## config.mk

```make
export PLATFORM = sky130hd
export DESIGN_NAME = pmbp_protect
export DESIGN_NICKNAME = d
export VERILOG_FILES = /design/src/hdl/pmbp_block_decode.v /design/src/hdl/pmbp_protect.v
export VERILOG_INCLUDE_DIRS = /design/src /design/src/shared
export SDC_FILE = /design/constraint.sdc
export NUM_CORES = 1
export LEC_CHECK = 0
export ABC_AREA = 1
export BUFFER_PORTS_ARGS = -buffer_cell sky130_fd_sc_hd__buf_2
export CAP_MARGIN = 20
export CORE_MARGIN = 4
export CORE_UTILIZATION = 29
export DETAILED_ROUTE_END_ITERATION = 10
export SLEW_MARGIN = 5
export SYNTH_ARGS = -nofsm -noshare
export SYNTH_HDL_FRONTEND = slang
export SYNTH_SLANG_ARGS = --single-unit
```

## constraint.sdc

```tcl
create_clock -name clk_in -period 5.05 [get_ports clk_in]
set_clock_uncertainty 0.05 [all_clocks]
set_input_delay 0.505 -clock clk_in [delete_from_list [all_inputs] [get_ports clk_in]]
set_output_delay 0.505 -clock clk_in [all_outputs]
set_load 0.02 [all_outputs]
```

## src/shared/pmbp_defines.vh

```
// Purpose: constants for the program memory block protection logic
// Assumes: 22-bit table address space, byte-wide configuration bytes
// Notes: offsets are byte addresses in the table address space
`ifndef PMBP_DEFINES_VH
`define PMBP_DEFINES_VH

// ----------------------------------------------------------------------
// address map
// ----------------------------------------------------------------------
`define PMBP_ADDR_W 22
`define PMBP_BOOT_END 22'h0007ff
`define PMBP_BLK0_END 22'h003fff
`define PMBP_BLK1_END 22'h007fff
`define PMBP_BLK2_END 22'h00bfff
`define PMBP_BLK3_END 22'h00ffff
`define PMBP_BLK_SEL_HI 15
`define PMBP_BLK_SEL_LO 14
`define PMBP_ID_FIRST 22'h200000
`define PMBP_ID_LAST 22'h200007
`define PMBP_ID_COUNT 8
`define PMBP_DEVID_LO 22'h3ffffe
`define PMBP_DEVID_HI 22'h3fffff

// ----------------------------------------------------------------------
// protection configuration bytes
// ----------------------------------------------------------------------
`define PMBP_CFG_EXT_LOCK 22'h300008
`define PMBP_CFG_BOOT_EE_EXT 22'h300009
`define PMBP_CFG_TW_LOCK 22'h30000a
`define PMBP_CFG_BOOT_EE_CW 22'h30000b
`define PMBP_CFG_XR_LOCK 22'h30000c
`define PMBP_CFG_BOOT_XR 22'h30000d
`define PMBP_CFG_FIRST 22'h300008
`define PMBP_CFG_LAST 22'h30000d

// ----------------------------------------------------------------------
// field positions
// ----------------------------------------------------------------------
`define PMBP_BIT_EE_EXT 7
`define PMBP_BIT_BOOT_EXT 6
`define PMBP_BIT_EE_WR 7
`define PMBP_BIT_BOOT_TW 6
`define PMBP_BIT_CFG_WR 5
`define PMBP_BIT_BOOT_XR 6

// ----------------------------------------------------------------------
// erased value of every protection bit; number of numbered blocks
// ----------------------------------------------------------------------
`define PMBP_ERASED 8'hff
`define PMBP_BLKS 4

`endif

```

## src/hdl/pmbp_block_decode.v

```verilog
// Purpose: map a table address onto a protection block index
// Assumes: addresses in user program memory are below 0x010000
// Notes: index 4 stands for the boot block
`timescale 1ns/1ns
`include "pmbp_defines.vh"

module pmbp_block_decode (
  input wire [`PMBP_ADDR_W-1:0] addr_in,
  output wire in_prog_out,
  output wire [2:0] blk_out
);

  // ----------------------------------------------------------------------
  // decode
  // ----------------------------------------------------------------------
  // bits 15:14 pick the block; below 0x800 it is the boot block
  assign in_prog_out = (addr_in <= `PMBP_BLK3_END);
  assign blk_out = (addr_in <= `PMBP_BOOT_END) ? 3'h4 :
    {1'b0, addr_in[`PMBP_BLK_SEL_HI:`PMBP_BLK_SEL_LO]};

endmodule // pmbp_block_decode

```

## src/hdl/pmbp_protect.v

```verilog
// Purpose: block protection of program memory, data eeprom and config bytes; the id bytes are held here unprotected
// Assumes: core and programmer requests are single-cycle strobes on clk_in
// Notes: protection bits only clear by write; erase from the programmer sets them
//        lock bits keep no reset, so a fresh part must be chip erased before use

`timescale 1ns/1ns
`include "pmbp_defines.vh"

// Operation
// - program memory is four 16 Kbyte blocks; lowest split into boot and block zero
// - boot ends 0007ff, blocks end 003fff, 007fff, 00bfff, 00ffff
// - each block including boot has external, table-write and cross-read locks
// - external lock ignored for core; refuses programmer reads and writes of block
// - table writes to a block with table-write lock zero are blocked
// - table read from inside the same block returns true data
// - cross-block table read into read-locked block returns zeros
// - protection bits can be written only from one to zero
// - only programmer erase, chip or block, returns protection bits to one
// - eeprom external lock refuses programmer reads and writes of eeprom
// - eeprom write lock refuses programmer writes only
// - core may always read data eeprom
// - config write lock protects config bytes; core cannot change it
// - table reads return the device id; table access reaches config bytes
// - table access can address any program location, subject to locks
// - eight id bytes at 200000 to 200007, table read and write reachable
// - id bytes stay readable under code protection
// - on 48 Kbyte variant top block and its locks are absent, read zero
module pmbp_protect #(
  parameter HAS_TOP_BLOCK = 1,
  parameter [7:0] DEVID_LO = 8'h5a, // arbitrary value
  parameter [7:0] DEVID_HI = 8'ha5 // arbitrary value
) (
  input wire clk_in,
  input wire arst_n_in,
  // core table port
  input wire core_rd_in,
  input wire core_wr_in,
  input wire [`PMBP_ADDR_W-1:0] core_addr_in,
  input wire [`PMBP_ADDR_W-1:0] core_pc_in,
  input wire [7:0] core_wdata_in,
  input wire [7:0] mem_rdata_in,
  input wire core_ee_rd_in,
  output reg [7:0] core_rdata_out,
  output reg core_rvalid_out,
  output reg core_ee_rd_ok_out,
  // programmer port
  input wire prog_rd_in,
  input wire prog_wr_in,
  input wire prog_ee_in,
  input wire [`PMBP_ADDR_W-1:0] prog_addr_in,
  input wire [7:0] prog_wdata_in,
  input wire prog_chip_erase_in,
  input wire prog_blk_erase_in,
  input wire [2:0] prog_blk_sel_in,
  output reg [7:0] prog_rdata_out,
  output reg prog_rvalid_out,
  output reg prog_refused_out,
  // memory array strobes
  output reg mem_wr_out,
  output reg [`PMBP_ADDR_W-1:0] mem_addr_out,
  output reg [7:0] mem_wdata_out,
  output reg core_denied_out
);

  // ----------------------------------------------------------------------
  // protection state
  // ----------------------------------------------------------------------
  // index 0..3 are numbered blocks, index 4 is the boot block
  // three separate locks per block, so each kind of access is judged alone
  reg [4:0] ext_lock_q;
  reg [4:0] tw_lock_q;
  reg [4:0] xr_lock_q;
  reg ee_ext_lock_q;
  reg ee_wr_lock_q;
  reg cfg_wr_lock_q;
  reg [7:0] id_mem_q [0:`PMBP_ID_COUNT-1];

  wire [4:0] impl_mask = (HAS_TOP_BLOCK != 0) ? 5'h1f : 5'h17;

  // ----------------------------------------------------------------------
  // address decode
  // ----------------------------------------------------------------------
  wire tgt_prog;
  wire [2:0] tgt_blk;
  wire pc_prog;
  wire [2:0] pc_blk;
  wire prg_prog;
  wire [2:0] prg_blk;

  // three decoders: table target, executing instruction and programmer address
  pmbp_block_decode u_tgt (
    .addr_in(core_addr_in),
    .in_prog_out(tgt_prog),
    .blk_out(tgt_blk)
  );

  pmbp_block_decode u_pc (
    .addr_in(core_pc_in),
    .in_prog_out(pc_prog),
    .blk_out(pc_blk)
  );

  pmbp_block_decode u_prg (
    .addr_in(prog_addr_in),
    .in_prog_out(prg_prog),
    .blk_out(prg_blk)
  );

  wire core_is_id = (core_addr_in >= `PMBP_ID_FIRST) && (core_addr_in <= `PMBP_ID_LAST);
  wire core_is_cfg = (core_addr_in >= `PMBP_CFG_FIRST) && (core_addr_in <= `PMBP_CFG_LAST);
  wire prog_is_id = (prog_addr_in >= `PMBP_ID_FIRST) && (prog_addr_in <= `PMBP_ID_LAST);
  wire prog_is_cfg = (prog_addr_in >= `PMBP_CFG_FIRST) && (prog_addr_in <= `PMBP_CFG_LAST);
  wire tgt_impl = tgt_prog && impl_mask[tgt_blk];
  wire prg_impl = prg_prog && impl_mask[prg_blk];

  // ----------------------------------------------------------------------
  // configuration byte read view
  // ----------------------------------------------------------------------
  // unimplemented bits read zero; absent top block locks read zero
  // core and programmer share this view, so both see the same masking
  function [7:0] cfg_view;
    input [`PMBP_ADDR_W-1:0] a;
    begin
      case (a)
        `PMBP_CFG_EXT_LOCK: cfg_view = {4'h0, ext_lock_q[3:0] & impl_mask[3:0]};
        `PMBP_CFG_BOOT_EE_EXT: cfg_view = {ee_ext_lock_q, ext_lock_q[4], 6'h00};
        `PMBP_CFG_TW_LOCK: cfg_view = {4'h0, tw_lock_q[3:0] & impl_mask[3:0]};
        `PMBP_CFG_BOOT_EE_CW: cfg_view = {ee_wr_lock_q, tw_lock_q[4], cfg_wr_lock_q, 5'h00};
        `PMBP_CFG_XR_LOCK: cfg_view = {4'h0, xr_lock_q[3:0] & impl_mask[3:0]};
        `PMBP_CFG_BOOT_XR: cfg_view = {1'b0, xr_lock_q[4], 6'h00};
        default: cfg_view = 8'h00;
      endcase
    end
  endfunction

  // ----------------------------------------------------------------------
  // core access checks
  // ----------------------------------------------------------------------
  // a cross-block read into a read-locked block is denied
  wire core_xr_deny = tgt_impl && !xr_lock_q[tgt_blk] &&
    !(pc_prog && (pc_blk == tgt_blk));
  // table writes to write-locked blocks are dropped
  wire core_tw_deny = tgt_prog && !tw_lock_q[tgt_blk];
  // config bytes guarded by the config write lock
  wire core_cfg_deny = core_is_cfg && !cfg_wr_lock_q;
  // id bytes take table writes whatever the block locks say
  wire core_wr_ok = core_wr_in && ((tgt_impl && !core_tw_deny) || core_is_id) &&
    !core_cfg_deny;

  // ----------------------------------------------------------------------
  // programmer access checks
  // ----------------------------------------------------------------------
  // external locks bind the programmer only; the core never sees them
  // an eeprom access is judged by the eeprom locks only, not by the block its address hits
  wire prog_blk_deny = prg_impl && !prog_ee_in && !ext_lock_q[prg_blk];
  wire prog_ee_rd_deny = prog_ee_in && !ee_ext_lock_q;
  wire prog_ee_wr_deny = prog_ee_in && (!ee_ext_lock_q || !ee_wr_lock_q);
  // the config write lock shields the config bytes from the programmer as well
  wire prog_cfg_wr_deny = prog_is_cfg && !cfg_wr_lock_q;
  // both kinds of refusal feed the one registered flag
  wire prog_rd_deny = prog_rd_in && (prog_blk_deny || prog_ee_rd_deny);
  wire prog_wr_deny = prog_wr_in && (prog_blk_deny || prog_ee_wr_deny || prog_cfg_wr_deny);
  wire prog_wr_ok = prog_wr_in && !prog_wr_deny && !prog_ee_in && (prg_impl || prog_is_id);

  // ----------------------------------------------------------------------
  // read data muxes
  // ----------------------------------------------------------------------
  // id, config and device id bytes lie outside the block map, so no lock gates them
  reg [7:0] core_rd_d;
  always @* begin
    core_rd_d = 8'h00;
    if (core_is_id) begin
      core_rd_d = id_mem_q[core_addr_in[2:0]];
    end else if (core_is_cfg) begin
      core_rd_d = cfg_view(core_addr_in);
    end else if (core_addr_in == `PMBP_DEVID_LO) begin
      core_rd_d = DEVID_LO;
    end else if (core_addr_in == `PMBP_DEVID_HI) begin
      core_rd_d = DEVID_HI;
    end else if (tgt_impl && !core_xr_deny) begin
      core_rd_d = mem_rdata_in;
    end
  end

  // eeprom data bypasses this block; for the eeprom only the refusal is reported
  reg [7:0] prog_rd_d;
  always @* begin
    prog_rd_d = 8'h00;
    if (prog_rd_deny || prog_ee_in) begin
      prog_rd_d = 8'h00;
    end else if (prog_is_id) begin
      prog_rd_d = id_mem_q[prog_addr_in[2:0]];
    end else if (prog_is_cfg) begin
      prog_rd_d = cfg_view(prog_addr_in);
    end else if (prg_impl) begin
      prog_rd_d = mem_rdata_in;
    end
  end

  // ----------------------------------------------------------------------
  // protection bit update
  // ----------------------------------------------------------------------
  // writes can only clear (and); only programmer erase sets bits again
  wire cfg_wr = (core_wr_in && core_is_cfg && !core_cfg_deny) ||
    (prog_wr_in && prog_is_cfg && !prog_cfg_wr_deny);
  // one config byte write per cycle; the programmer takes precedence
  wire [`PMBP_ADDR_W-1:0] cfg_addr = (prog_wr_in && prog_is_cfg) ? prog_addr_in : core_addr_in;
  wire [7:0] cfg_data = (prog_wr_in && prog_is_cfg) ? prog_wdata_in : core_wdata_in;
  // the config write lock may be cleared only from the programmer
  wire cfg_wr_from_prog = prog_wr_in && prog_is_cfg;

  // no reset here: a reset must never unlock the part, only an erase may
  // hazard: the locks are unknown until the first chip erase of a fresh part
  always @(posedge clk_in) begin
    if (prog_chip_erase_in) begin
      ext_lock_q <= 5'h1f;
      tw_lock_q <= 5'h1f;
      xr_lock_q <= 5'h1f;
      ee_ext_lock_q <= 1'b1;
      ee_wr_lock_q <= 1'b1;
      cfg_wr_lock_q <= 1'b1;
    end else if (prog_blk_erase_in) begin
      ext_lock_q[prog_blk_sel_in] <= 1'b1;
      tw_lock_q[prog_blk_sel_in] <= 1'b1;
      xr_lock_q[prog_blk_sel_in] <= 1'b1;
    end else if (cfg_wr) begin
      case (cfg_addr)
        `PMBP_CFG_EXT_LOCK: ext_lock_q[3:0] <= ext_lock_q[3:0] & (cfg_data[3:0] | ~impl_mask[3:0]);
        `PMBP_CFG_BOOT_EE_EXT: begin
          ee_ext_lock_q <= ee_ext_lock_q & cfg_data[`PMBP_BIT_EE_EXT];
          ext_lock_q[4] <= ext_lock_q[4] & cfg_data[`PMBP_BIT_BOOT_EXT];
        end
        `PMBP_CFG_TW_LOCK: tw_lock_q[3:0] <= tw_lock_q[3:0] & (cfg_data[3:0] | ~impl_mask[3:0]);
        `PMBP_CFG_BOOT_EE_CW: begin
          ee_wr_lock_q <= ee_wr_lock_q & cfg_data[`PMBP_BIT_EE_WR];
          tw_lock_q[4] <= tw_lock_q[4] & cfg_data[`PMBP_BIT_BOOT_TW];
          cfg_wr_lock_q <= cfg_wr_lock_q & (cfg_data[`PMBP_BIT_CFG_WR] | ~cfg_wr_from_prog);
        end
        `PMBP_CFG_XR_LOCK: xr_lock_q[3:0] <= xr_lock_q[3:0] & (cfg_data[3:0] | ~impl_mask[3:0]);
        `PMBP_CFG_BOOT_XR: xr_lock_q[4] <= xr_lock_q[4] & cfg_data[`PMBP_BIT_BOOT_XR];
        default: ext_lock_q <= ext_lock_q;
      endcase
    end
  end

  // ----------------------------------------------------------------------
  // id bytes
  // ----------------------------------------------------------------------
  // id bytes are not under block locks; one write per byte per cycle, programmer first
  genvar gi;
  generate
    for (gi = 0; gi < `PMBP_ID_COUNT; gi = gi + 1) begin : g_id
      always @(posedge clk_in or negedge arst_n_in) begin
        if (!arst_n_in) begin
          id_mem_q[gi] <= `PMBP_ERASED;
        end else if (prog_wr_ok && prog_is_id && (prog_addr_in[2:0] == gi)) begin
          id_mem_q[gi] <= prog_wdata_in;
        end else if (core_wr_ok && core_is_id && (core_addr_in[2:0] == gi)) begin
          id_mem_q[gi] <= core_wdata_in;
        end
      end
    end
  endgenerate

  // ----------------------------------------------------------------------
  // registered outputs
  // ----------------------------------------------------------------------
  // the programmer wins the array write port if both strobe at once
  always @(posedge clk_in or negedge arst_n_in) begin
    if (!arst_n_in) begin
      core_rdata_out <= 8'h00;
      core_rvalid_out <= 1'b0;
      core_ee_rd_ok_out <= 1'b0;
      prog_rdata_out <= 8'h00;
      prog_rvalid_out <= 1'b0;
      prog_refused_out <= 1'b0;
      mem_wr_out <= 1'b0;
      mem_addr_out <= {`PMBP_ADDR_W{1'b0}};
      mem_wdata_out <= 8'h00;
      core_denied_out <= 1'b0;
    end else begin
      core_rvalid_out <= core_rd_in;
      core_rdata_out <= core_rd_in ? core_rd_d : 8'h00;
      core_ee_rd_ok_out <= core_ee_rd_in;
      prog_rvalid_out <= prog_rd_in;
      prog_rdata_out <= prog_rd_in ? prog_rd_d : 8'h00;
      prog_refused_out <= prog_rd_deny || prog_wr_deny;
      core_denied_out <= (core_rd_in && core_xr_deny) ||
        (core_wr_in && (core_tw_deny || core_cfg_deny));
      // a core write that meets an accepted programmer array write in one cycle is lost, not queued
      mem_wr_out <= (prog_wr_ok && prg_impl) || (core_wr_ok && tgt_impl);
      if (prog_wr_ok && prg_impl) begin
        mem_addr_out <= prog_addr_in;
        mem_wdata_out <= prog_wdata_in;
      end else if (core_wr_ok && tgt_impl) begin
        mem_addr_out <= core_addr_in;
        mem_wdata_out <= core_wdata_in;
      end
    end
  end

endmodule // pmbp_protect

```

# After elaboration in Yosys (flattened, before gate mapping)
# Memories as Yosys holds them, arrays and structs flattened.
# Cells that the tools add are included.
# word_totals
latch_bits	0
romBits	16
output_inout_bits	52
register_bits	134
n_memories	2
mem_bits_rw	0
wordCells	270
# op_classes
n_mux	66
n_lt_le_gt_ge	20
eq_ne	35
shift	0
n_reduce_logical	103
addsub	0
n_div	0
bitwise	17
mul	0
# mem_list
memory	depth	word_bits	rd	rd_clocked_by_memory_dff	write_ports	line_no	rtl
(name not given)	8	1	1	0	0	pmbp_protect.v:114	wire prg_impl = prg_prog && impl_mask[prg_blk];
(name not given)	8	1	1	0	0	pmbp_protect.v:113	wire tgt_impl = tgt_prog && impl_mask[tgt_blk];
# op_table
cell	count
$eq 22x22->1 const B	20
$mux 8	34
$pmux 8 s6	2
$ge 22x22->1 const B	4
$le 22x22->1 const B	4
$le 22x11->1 const B	3
$le 22x16->1 const B	3
$mux 22	3
$logic_and 1x1->1	52
$bmux 8 s3	2
$reduce_bool 2->1	16
$mux 5	6
$eq 3x3->1 const B	8
$or 5x5->5	3
$logic_not 1->1	13
$and 4x4->4	3
$eq 3x2->1 const B	4
$logic_or 1x1->1	12
$lt 3x4->1 const B	3
$mux 4	3
$reduce_and 2->1	6
$bmux 1 s3	3
$mux 1	9
$mux 3	3
11 further kinds	22

# Logic depth before layout (Yosys ltp)
# Gate-level depths: netlist of the first run.
# logic_depth
ltp_word	17
mapped_depth	16
mapped_depth_nobuf	16

# Modules after synthesis
# From an unflattened synthesis of the first run, not the netlist that was laid out.
# unflattened
hier_cells	1387
area_unflattened_um2	9317.7
# by_module_without_submodules
module	area_per_inst_um2	n_inst	cells_each
pmbp_protect	9175.0	1	1351
pmbp_block_decode	47.5	3	12

# Worst setup path after synthesis of the first run
# Ideal clock, no wire load.
# synth_timing
path_kind	in2reg
from	input port core_addr_in[14]
to	register mem_addr_out[14]
arrival_time_ns	2.178
path_slack_ns	2.702
path_stages	15
path_cell_list	buf_2 -> nor2_2 -> nand2_1 -> nor2_1 -> nand3_1 -> nand3_1 -> nand2_1 -> inv_2 -> nand2_1 -> and3_1 -> or2_1 -> buf_2 -> buf_2 -> nor2_1 -> nor2_1
# synth_between
elab_chain_len	13
elab_cells_between_ends	27
# synth_rtl
item	line_no	rtl
start, declared	pmbp_protect.v:38	input wire [`PMBP_ADDR_W-1:0] core_addr_in,
$le 22x11->1 (no source line)	--	
$mux 3	pmbp_block_decode.v:18	assign blk_out = (addr_in <= `PMBP_BOOT_END) ? 3'h4 :
$bmux 1 s3	pmbp_protect.v:143	wire core_tw_deny = tgt_prog && !tw_lock_q[tgt_blk];
$mux 1 (implied by the code)	pmbp_protect.v:143	
$logic_not 1->1	pmbp_protect.v:143	
$logic_and 1x1->1	pmbp_protect.v:143	
$logic_not 1->1	pmbp_protect.v:147	wire core_wr_ok = core_wr_in && ((tgt_impl && !core_tw_deny) || core_is_id) &&
$logic_and 1x1->1	pmbp_protect.v:147	
$logic_or 1x1->1	pmbp_protect.v:147	
$logic_and 1x1->1 (2 in a row)	pmbp_protect.v:147	
$logic_and 1x1->1	pmbp_protect.v:295	end else if (core_wr_ok && tgt_impl) begin
$reduce_bool 2->1 (no source line)	--	
end signal, assigned	pmbp_protect.v:278	mem_addr_out <= {`PMBP_ADDR_W{1'b0}};
end signal, assigned	pmbp_protect.v:293	mem_addr_out <= prog_addr_in;
end signal, assigned	pmbp_protect.v:296	mem_addr_out <= core_addr_in;
end, declared	pmbp_protect.v:60	output reg [`PMBP_ADDR_W-1:0] mem_addr_out,
# Parallel ways exist; a longest one is shown, timed or not. The select of a mux whose other input is x is not followed.
# A chain may end at the register's enable or synchronous reset.

# Worst setup path in the final report of the first run
# layout_timing
from	input port core_addr_in[2]
to	register mem_wdata_out[3]
# layout_between
elab_chain_len	13
elab_cells_between_ends	25
# layout_rtl
item	line_no	rtl
$le 22x11->1 (no source line)	--	
$mux 3	pmbp_block_decode.v:18	
$bmux 1 s3	pmbp_protect.v:143	
$mux 1 (implied by the code)	pmbp_protect.v:143	
$logic_not 1->1	pmbp_protect.v:143	
$logic_and 1x1->1	pmbp_protect.v:143	
$logic_not 1->1	pmbp_protect.v:147	
$logic_and 1x1->1	pmbp_protect.v:147	
$logic_or 1x1->1	pmbp_protect.v:147	
$logic_and 1x1->1 (2 in a row)	pmbp_protect.v:147	
$logic_and 1x1->1 *	pmbp_protect.v:295	
$reduce_bool 2->1 (no source line) *	--	
end signal, assigned	pmbp_protect.v:294	mem_wdata_out <= prog_wdata_in;
end signal, assigned	pmbp_protect.v:297	mem_wdata_out <= core_wdata_in;
end, declared	pmbp_protect.v:61	output reg [7:0] mem_wdata_out,
# Mark *: on every way between the ends. The rest lies on a longest branch, timed or not. The select of a mux whose other input is x is not followed.

==> reports/qor.yml, run 1 <==
yosys:
  yosys.area.top_type: "dfstp_2"
  syn-num-nets: 1389
  synth_area_um2: 8850
  synth_cell_types: 48
  synth_cells: 1286
  synth-seq-cells: 134
  syn_area_per_cell_um2: 6.89
  synth-main-ff-cell: "dfstp_2"
  async_flop_share_pct: 86.6
  seq_area_frac_synth_pct: 37.8
  synth_top_cell_area_share_pct: 19.0
  synthTopCellsByArea: "dfstp_2 (19%), nand3_1 (16%), dfrtp_1 (15%), nand2_1 (12%), nor2_1 (4.9%)"
  synth_edf_count: 0
  synth_warnings: 0
clock_tree:
  cts_hold_buf: 0
  cts_resized: 0
  cts_buffer_depth: 2
  cts.sinks: 134
  cts_tree: "done"
  cts_setup_buffers: 0
  root_buffer: "clkbuf_16"
  numCtsBuffers: 17
  clk_latency_ns: 0.44
  cts_max_level: 4
  cts.clk_slew.worst_paths_ns: 0.07
sta:
  fmax_mhz: 341
  fin_setup_tns_ns: 0
  setup_ws_ns: 2.12
  finalHoldViolations: 0
  finalSetupViolations: 0
  slew_headroom_pct: 35.7
  rsz0062_at_grt: "false"
  period_share_pct: 58.0
  slew_viol_final: 0
  period_needed_ns: 2.93
  worstMarginPinSlew_ns: 0.963
route:
  drcViolationCount: 0
  vias: 9917
  dr.pass1.iters: 6
  routedWlPerCell_um: 19.9
  routed_via_density: 5.51
  drt_iter0_drc: 1263
  routed_wl_mm: 35.8
  ant_nets: 0
layout:
  layout_commonest_cell: "nand2_1"
  layout_common_cells: "nand2_1 (288), nand3_1 (277), buf_2 (142)"
  ff_latch_area_um2: 3340
  fillers: 3202
  n_antenna_cell: 0
  layout.nets: 1501
  drive_gt1_share_pct: 20.3
  multiInputGateArea_um2: 4820
  area_growth_pct: 18.0
  fin_util_pct: 35.0
global_route:
  first_global_vias: 9149
  grtUsageTotal_pct: 21.0
  gr-total-overflow: 0
  grt_max_degree: 48
  antenna_found_initial: 1
  grt_pass1_wl_mm: 54.9
worst_setup_path:
  worstSetupPathType: "in -> reg"
  endpoint_kind: "register"
  crit_fanout: 21
  setup.worst_path.start_class: "input port"
  arrival_ns: 3.25
  cp.required_ns: 5.37
  r2r_slack_ns: 2.22
hold_path:
  min_path_type: "in -> async"
placed_design:
  place_congestion: 0.937
  port_buffers: 143
  dp_hpwl_mm: 26.5
  place_ws_ns: 1.77
power_and_ir_drop:
  p_per_area_nw_per_um2: 285
  power_leakage_nw: 4.93
  peakVddDrop_v: 0.000225
status:
  outcome: "completed"
floorplan:
  die_area_um2: 33400
  die_w_um: 183
  die_h_um: 183
  io_pins: 155
  coreArea_um2: 29900
  initial_core_util_pct: 29.6
  row_count: 63
run:
  maxCapViolations: 0
routing by layer:
metal  GRT usage (%)  up-vias  wire (µm)
li1                -     4675          -
met1            30.1     4650      15600
met2            32.1      511      15600
met3            3.77       79       3390
met4            7.15        2       1150
met5               0        -         20
sequential cells by signal (all words and copies together), names as in the netlist:
| name | flops |
|---|---|
| id_mem_q | 64 |
| mem_addr_out | 22 |
| core_rdata_out | 8 |
| mem_wdata_out | 8 |
| prog_rdata_out | 8 |
| ext_lock_q | 5 |
| tw_lock_q | 5 |
| xr_lock_q | 5 |
| cfg_wr_lock_q | 1 |
| core_denied_out | 1 |
| core_ee_rd_ok_out | 1 |
| core_rvalid_out | 1 |
| ee_ext_lock_q | 1 |
| ee_wr_lock_q | 1 |
| mem_wr_out | 1 |
| prog_refused_out | 1 |
| prog_rvalid_out | 1 |
final cells by class:
type                    count  share of cell area [%]
well taps                 390                    4.67
inverters                  99                    3.56
flip-flops and latches    134                    32.0
clock buffers              17                    4.07
clock inverters            15                    1.52
multi-input cells         987                    46.1
repair buffers            159                    8.02
logic make-up after synthesis:
group	after synthesis	synth area share, %
flops	134	37.8
buf+inv	165	7.80
simple gates	789	41.3
xor+xnor	1	0.0989
compound gates	197	13.0
critical path, stage by stage:
cell	delay, ns
buf_2	0.28
nand2_1	0.19
nor2_1	0.23
nor2_1	0.06
nand3_1	0.08
nand3_1	0.10
nand2_1	0.10
inv_2	0.07
nand2_1	0.17
and3_1	0.18
buf_4	0.24
or2_1	0.51
buf_4	0.35
nor2_1	0.07
nor2_1	0.11
where the power goes:
part	internal (mW)	switching [mW]	total, mW
Clock	0.662	0.592	1.25
Sequential	1.14	0.0457	1.19
Combinational	0.161	0.375	0.536
Total	1.97	1.01	2.98
per-stage QoR:
step           hold slack, ns  cells  power (mW)  area [µm²]
2_1_floorplan           0.159   1286        1.50        8850
3_3_place_gp            0.428   1769        1.73        9860
3_5_place_dp            0.432   1769        1.74        9860
4_1_cts                0.0650   1801        3.00       10400
5_1_grt                0.0763   1801        3.11       10400
6_report               0.0439   1801        2.98       10400
path summary, 6_finish.rpt:
check,startpoint,end,cells after the start
worst min register to register,mem_addr_out[17],mem_addr_out[17],2
worst max register to register,ext_lock_q[0],id_mem_q[53],10
worst min-delay path,arst_n_in,core_rvalid_out,1
max in group asynchronous,arst_n_in,id_mem_q[8],2
min in group clk_in,core_ee_rd_in,core_ee_rd_ok_out,1
worst max-delay path,core_addr_in[2],mem_wdata_out[3],15
Yosys cell counts, drive strengths merged (2+ instances only):
cell type / instances
o211ai: 4
inv: 94
nor4: 7
o31ai: 7
clkinv: 5
nand4: 35
nand2: 293
nor2: 127
clkbuf: 34
a211oi: 4
a21oi: 32
o21ai: 75
dfxtp: 18
dfstp: 64
dfrtp: 52
buf: 32
a41oi: 4
o2111ai: 2
nor3: 28
nand3b: 12
o22ai: 59
a221oi: 2
or2: 3
nand3: 282
Note: power is estimated with default switching activity, not from simulation.
==> run 2, diff against run 1 <==
==> constraint.sdc (replaced) <==
create_clock -name clk_in -period 2.88 [get_ports clk_in]
set_clock_uncertainty 0.05 [all_clocks]
set_input_delay 0.288 -clock clk_in [delete_from_list [all_inputs] [get_ports clk_in]]
set_output_delay 0.288 -clock clk_in [all_outputs]
set_load 0.02 [all_outputs]
==> run 2 against run 1 <==
Combinational power is 79% higher; sequential power rose by 76%; setup slack worse by 1.7 ns; wire length up 1.2%; hold slack improved by 0.027 ns; final cell count increased by 1.6%; cell area is 3.2% higher; count of clock-buffer cells in the layout up 4; critical path depth is 3 lower; first-iteration DRC count is 0.55% higher; largest power group unchanged.
==> reports/qor.yml, run 2 (same netlist as run 1, synthesis figures left out) <==
clock_tree:
  clk_latency_ns: 0.44
  numCtsBuffers: 17
  cts.sinks: 134
  root_buffer: "clkbuf_16"
  cts.clk_slew.worst_paths_ns: 0.06
  cts_max_level: 4
  cts_buffer_depth: 2
  cts_tree: "done"
  cts_setup_buffers: 0
worst_setup_path:
  setup.worst_path.start_class: "register"
  path_buf_inv: 4
  cp.required_ns: 3.14
  cpMaxStageDelayCell: "dfxtp_1"
  arrival_ns: 2.76
  endpoint_kind: "register"
  crit_path_max_incr_delay_ns: 0.38
  worstSetupPathType: "reg -> reg"
  worstReg2RegEnd: "mem_wdata_out[4]"
  crit_chain: "inv_1 > o211ai_1 > nand3_1 > and2_1 > nor2_2 > nand3_4 > buf_4 > nor2_2 > inv_1 > buf_4 > o21ai_0 > nor2_1"
  r2r-start: "ext_lock_q[1]"
  crit_family: "simple AND/OR/NAND/NOR gates"
  rr_worst_depth: 12
  crit_fanout: 32
  r2r_slack_ns: 0.38
sta:
  finalHoldViolations: 0
  rsz0062_at_grt: "false"
  finalSetupViolations: 0
  slew_viol_final: 0
  fin_setup_tns_ns: 0
  period_needed_ns: 2.50
  worst_hold_slack_ns: 0.0708
  slew_headroom_pct: 41.7
  worstMarginPinSlew_ns: 0.874
  period_share_pct: 86.7
  fmax_mhz: 401
  setup_ws_ns: 0.384
placed_design:
  place_ws_ns: -0.0423
  place_congestion: 0.973
  port_buffers: 143
  place_area_um2: 10100
  dp_hpwl_mm: 26.6
layout:
  largest-register: "id_mem_q"
  layout_commonest_cell: "nand2_1"
  area_growth_pct: 21.8
  fillers: 3156
  drive_gt1_share_pct: 21.6
  layout.nets: 1530
  layout_common_cells: "nand2_1 (288), nand3_1 (277), buf_2 (142)"
  n_antenna_cell: 0
  largest_reg_flops: 64
  fin_util_pct: 36.1
  largestRegisters: "id_mem_q x64, mem_addr_out x22"
  postLayoutCellArea_um2: 10800
global_route:
  antenna_found_initial: 0
  grt_max_degree: 81
  gr-total-overflow: 0
  first_global_vias: 9322
  grt_pass1_wl_mm: 55.0
  grtUsageTotal_pct: 21.1
route:
  ant_nets: 0
  drt_iter0_drc: 1270
  drcViolationCount: 0
  routedWlPerCell_um: 19.8
  routed_via_density: 5.53
  routed_wl_mm: 36.2
  dr.pass1.iters: 6
  vias: 10121
floorplan:
  row_count: 63
  coreArea_um2: 29900
  initial_core_util_pct: 29.6
  io_pins: 155
  die_h_um: 183
  die_area_um2: 33400
  die_w_um: 183
status:
  outcome: "completed"
power_and_ir_drop:
  p_per_area_nw_per_um2: 512
  power_leakage_nw: 5.11
  peakVddDrop_v: 0.000440
hold_path:
  min_from: "prog_chip_erase_in"
  min_path_type: "in -> reg"
  holdPathEnd: "tw_lock_q[4]"
  whs_path_depth: 3
run:
  maxCapViolations: 0
[run 2: cell types whose count changed in the layout (fill, tap and decap cells not counted), sizes merged]
cell | before | now
buf | 159 | 185
inv | 103 | 94
bufinv | 0 | 5
clkbuf | 17 | 21
dlygate4sd3 | 0 | 3
clkinv | 9 | 10
clkinvlp | 2 | 1
[run 2: metrics by stage]
stage | std cells | power (mW)
2_1_floorplan | 1286 | 2.63
3_3_place_gp | 1795 | 3.05
3_5_place_dp | 1795 | 3.06
4_1_cts | 1830 | 5.55
5_1_grt | 1830 | 5.74
6_report | 1830 | 5.53
[run 2: how the worst max path moves through the flow]
stage	start	end	slack, ns	depth (start not counted)
after floorplan	core_addr_in[14]	mem_addr_out[14]	0.75	15
after global placement	prog_addr_in[16]	id_mem_q[58]	0.001	13
after detailed placement	prog_addr_in[14]	id_mem_q[58]	-0.04	12
after CTS	ext_lock_q[1]	id_mem_q[57]	0.10	10
after global routing	ext_lock_q[1]	mem_wdata_out[4]	0.04	12
final	ext_lock_q[1]	mem_wdata_out[4]	0.38	12
[run 2: cell type report]
| class | count | area (µm²) | share of cell area [%] |
|---|---|---|---|
| Clock buffer | 21 | 460 | 4.27 |
| Clock inverter | 11 | 198 | 1.83 |
| Inverter | 99 | 372 | 3.45 |
| Multi-Input combinational cell | 987 | 4820 | 44.7 |
| Sequential cell | 134 | 3340 | 31.0 |
| Tap cell | 390 | 488 | 4.52 |
| Timing Repair Buffer | 188 | 1100 | 10.2 |
[run 2: per-layer routing]
layer | track usage [%] | wire, µm | up-vias
li1 | - | - | 4730
met1 | 30.3 | 15800 | 4789
met2 | 31.2 | 15700 | 525
met3 | 4.66 | 3530 | 77
met4 | 7.66 | 1180 | 0
met5 | 0 | 0 | -
[run 2: where the power goes]
part | switching (mW) | total (mW) | internal, mW
Clock | 0.892 | 2.48 | 1.59
Combinational | 0.662 | 0.960 | 0.298
Sequential | 0.0798 | 2.09 | 2.01
[run 2: worst min-delay path, cell delays in order]
cell and delay (ns):
buf_2 0.13, a21oi_1 0.05, nand2_1 0.05
[run 2: timing repair]
action	CTS	global route
resized for setup	0	1
endpoints found under the hold margin	8	0
endpoints found under the setup margin	0	19
hold buffers	3	0
==> run 3, diff against run 2 <==
--- a/config.mk
+++ b/config.mk
@@ -11,6 +11,7 @@
 export CAP_MARGIN = 20
 export CORE_MARGIN = 4
 export CORE_UTILIZATION = 29
+export CTS_BUF_LIST = sky130_fd_sc_hd__clkbuf_4
 export DETAILED_ROUTE_END_ITERATION = 10
 export SLEW_MARGIN = 5
 export SYNTH_ARGS = -nofsm -noshare
==> constraint.sdc (replaced) <==
create_clock -name clk_in -period 3.16 [get_ports clk_in]
set_clock_uncertainty 0.05 [all_clocks]
set_input_delay 0.316 -clock clk_in [delete_from_list [all_inputs] [get_ports clk_in]]
set_output_delay 0.316 -clock clk_in [all_outputs]
set_load 0.02 [all_outputs]
==> run 3 against run 2 <==
Setup slack gained 0.084 ns; non-clock buffer count grew 1; largest power group is now registers; largest cell class unchanged; critical path type is now in -> reg; die area is the same; core utilization shrank 1.1 points; clock power shrank 52%; first-iteration DRC count shrank 3.4%; global-route usage grew 0.17 points; count of clock-buffer cells in the layout shrank 4; combinational power shrank 8.0%.
==> reports/qor.yml, run 3 (same netlist as run 1, synthesis figures left out) <==
floorplan:
  die_w_um: 183
  die_h_um: 183
  coreArea_um2: 29900
  row_count: 63
  initial_core_util_pct: 29.6
  die_area_um2: 33400
  io_pins: 155
global_route:
  grt_pass1_wl_mm: 55.6
  grt_max_degree: 65
  antenna_found_initial: 2
  gr-total-overflow: 0
  grtUsageTotal_pct: 21.3
  first_global_vias: 9306
clock_tree:
  root_buffer: "clkbuf_4"
  cts_resized: 0
  clk_latency_ns: 0.58
  cts_max_level: 4
  numCtsBuffers: 17
  cts_tree: "done"
  cts_buffer_depth: 2
  cts.sinks: 134
  cts.clk_slew.worst_paths_ns: 0.13
route:
  vias: 10057
  drt_iter0_drc: 1227
  dr.pass1.iters: 6
  routed_via_density: 5.49
  ant_nets: 0
  routed_wl_mm: 36.4
  drcViolationCount: 0
  routedWlPerCell_um: 19.9
status:
  outcome: "completed"
layout:
  multiInputGateArea_um2: 4820
  largest-register: "id_mem_q"
  ff_latch_area_um2: 3340
  fin_util_pct: 35.0
  drive_gt1_share_pct: 20.7
  layout.nets: 1531
  layout_common_cells: "nand2_1 (288), nand3_1 (277), buf_2 (142)"
  largestRegisters: "id_mem_q x64, mem_addr_out x22"
  largest_reg_flops: 64
  postLayoutCellArea_um2: 10400
  layout_commonest_cell: "nand2_1"
  fillers: 3268
  area_growth_pct: 18.0
  stdcell_count: 1832
worst_setup_path:
  r2r_slack_ns: 0.68
  setup.worst_path.start_class: "input port"
  critPathCapture: "ext_lock_q[2]"
  worstSetupPathType: "in -> reg"
  cp.required_ns: 3.63
  endpoint_kind: "register"
  rr_worst_depth: 11
  worstReg2RegEnd: "mem_addr_out[1]"
  arrival_ns: 3.16
  startpoint: "prog_addr_in[7]"
  r2r-start: "ext_lock_q[1]"
  crit_fanout: 19
placed_design:
  place_congestion: 0.970
  dp_cells: 1783
  place_ws_ns: 0.399
  place_area_um2: 10000
  port_buffers: 143
  dp_hpwl_mm: 26.8
run:
  maxCapViolations: 0
power_and_ir_drop:
  peakVddDrop_v: 0.000175
  power_mw: 3.96
  p_per_area_nw_per_um2: 379
  power_leakage_nw: 4.94
sta:
  fin_setup_tns_ns: 0
  fmax_mhz: 372
  period_share_pct: 85.2
  worst_hold_slack_ns: 0.0233
  rsz0062_at_grt: "false"
  finalSetupViolations: 0
  slew_viol_final: 0
  setup_ws_ns: 0.469
  finalHoldViolations: 0
  worstMarginPinSlew_ns: 0.901
  slew_headroom_pct: 39.9
  period_needed_ns: 2.69
hold_path:
  min_path_type: "in -> reg"
[run 3: worst max-delay path: stages]
cell	delay [ns]
dlygate4sd3_1	0.54
buf_2	0.14
nor2_2	0.18
inv_1	0.10
nor2_4	0.19
nand3_1	0.11
nand3_2	0.16
nand3_2	0.33
nand2_1	0.15
inv_1	0.06
nor2_1	0.24
nand3_1	0.27
nand2_1	0.21
nand2_1	0.08
nand3_1	0.06
[run 3: how the worst min path moves through the flow]
stage	start	to	cells past startpoint
after CTS	prog_wdata_in[5]	id_mem_q[61]	3
after detailed placement	core_ee_rd_in	core_ee_rd_ok_out	1
final	prog_addr_in[11]	mem_addr_out[11]	3
after global routing	prog_wdata_in[5]	id_mem_q[61]	3
after global placement	core_ee_rd_in	core_ee_rd_ok_out	1
after floorplan	arst_n_in	core_denied_out	0
[run 3: repair_timing]
action	4_1_cts	5_1_grt
buffers inserted	0	0
hold endpoints to repair	59	0
endpoints found under the setup margin	0	0
hold buffers	16	0
[run 3: final cells by class]
type                       count  share of cell area, %
clock buffer                  17                   1.22
tap                          390                   4.67
timing repair buffer         189                   11.0
clock inverter                15                   1.35
sequential                   134                   32.0
antenna                        1                 0.0239
multi-input combinational    987                   46.1
inverter                      99                   3.56
[run 3: routing by layer]
metal	share of wire (%)	global-route usage [%]	up-vias
li1	-	-	4736
met1	43	30.8	4722
met2	44	32.6	529
met3	9.7	3.79	68
met4	2.7	6.39	2
met5	0.036	0	-
[run 3: power by group]
group	leakage (nW)	internal [mW]	switching (mW)
logic	3.33	0.278	0.605
clock network	0.143	0.407	0.774
registers	1.47	1.83	0.0709
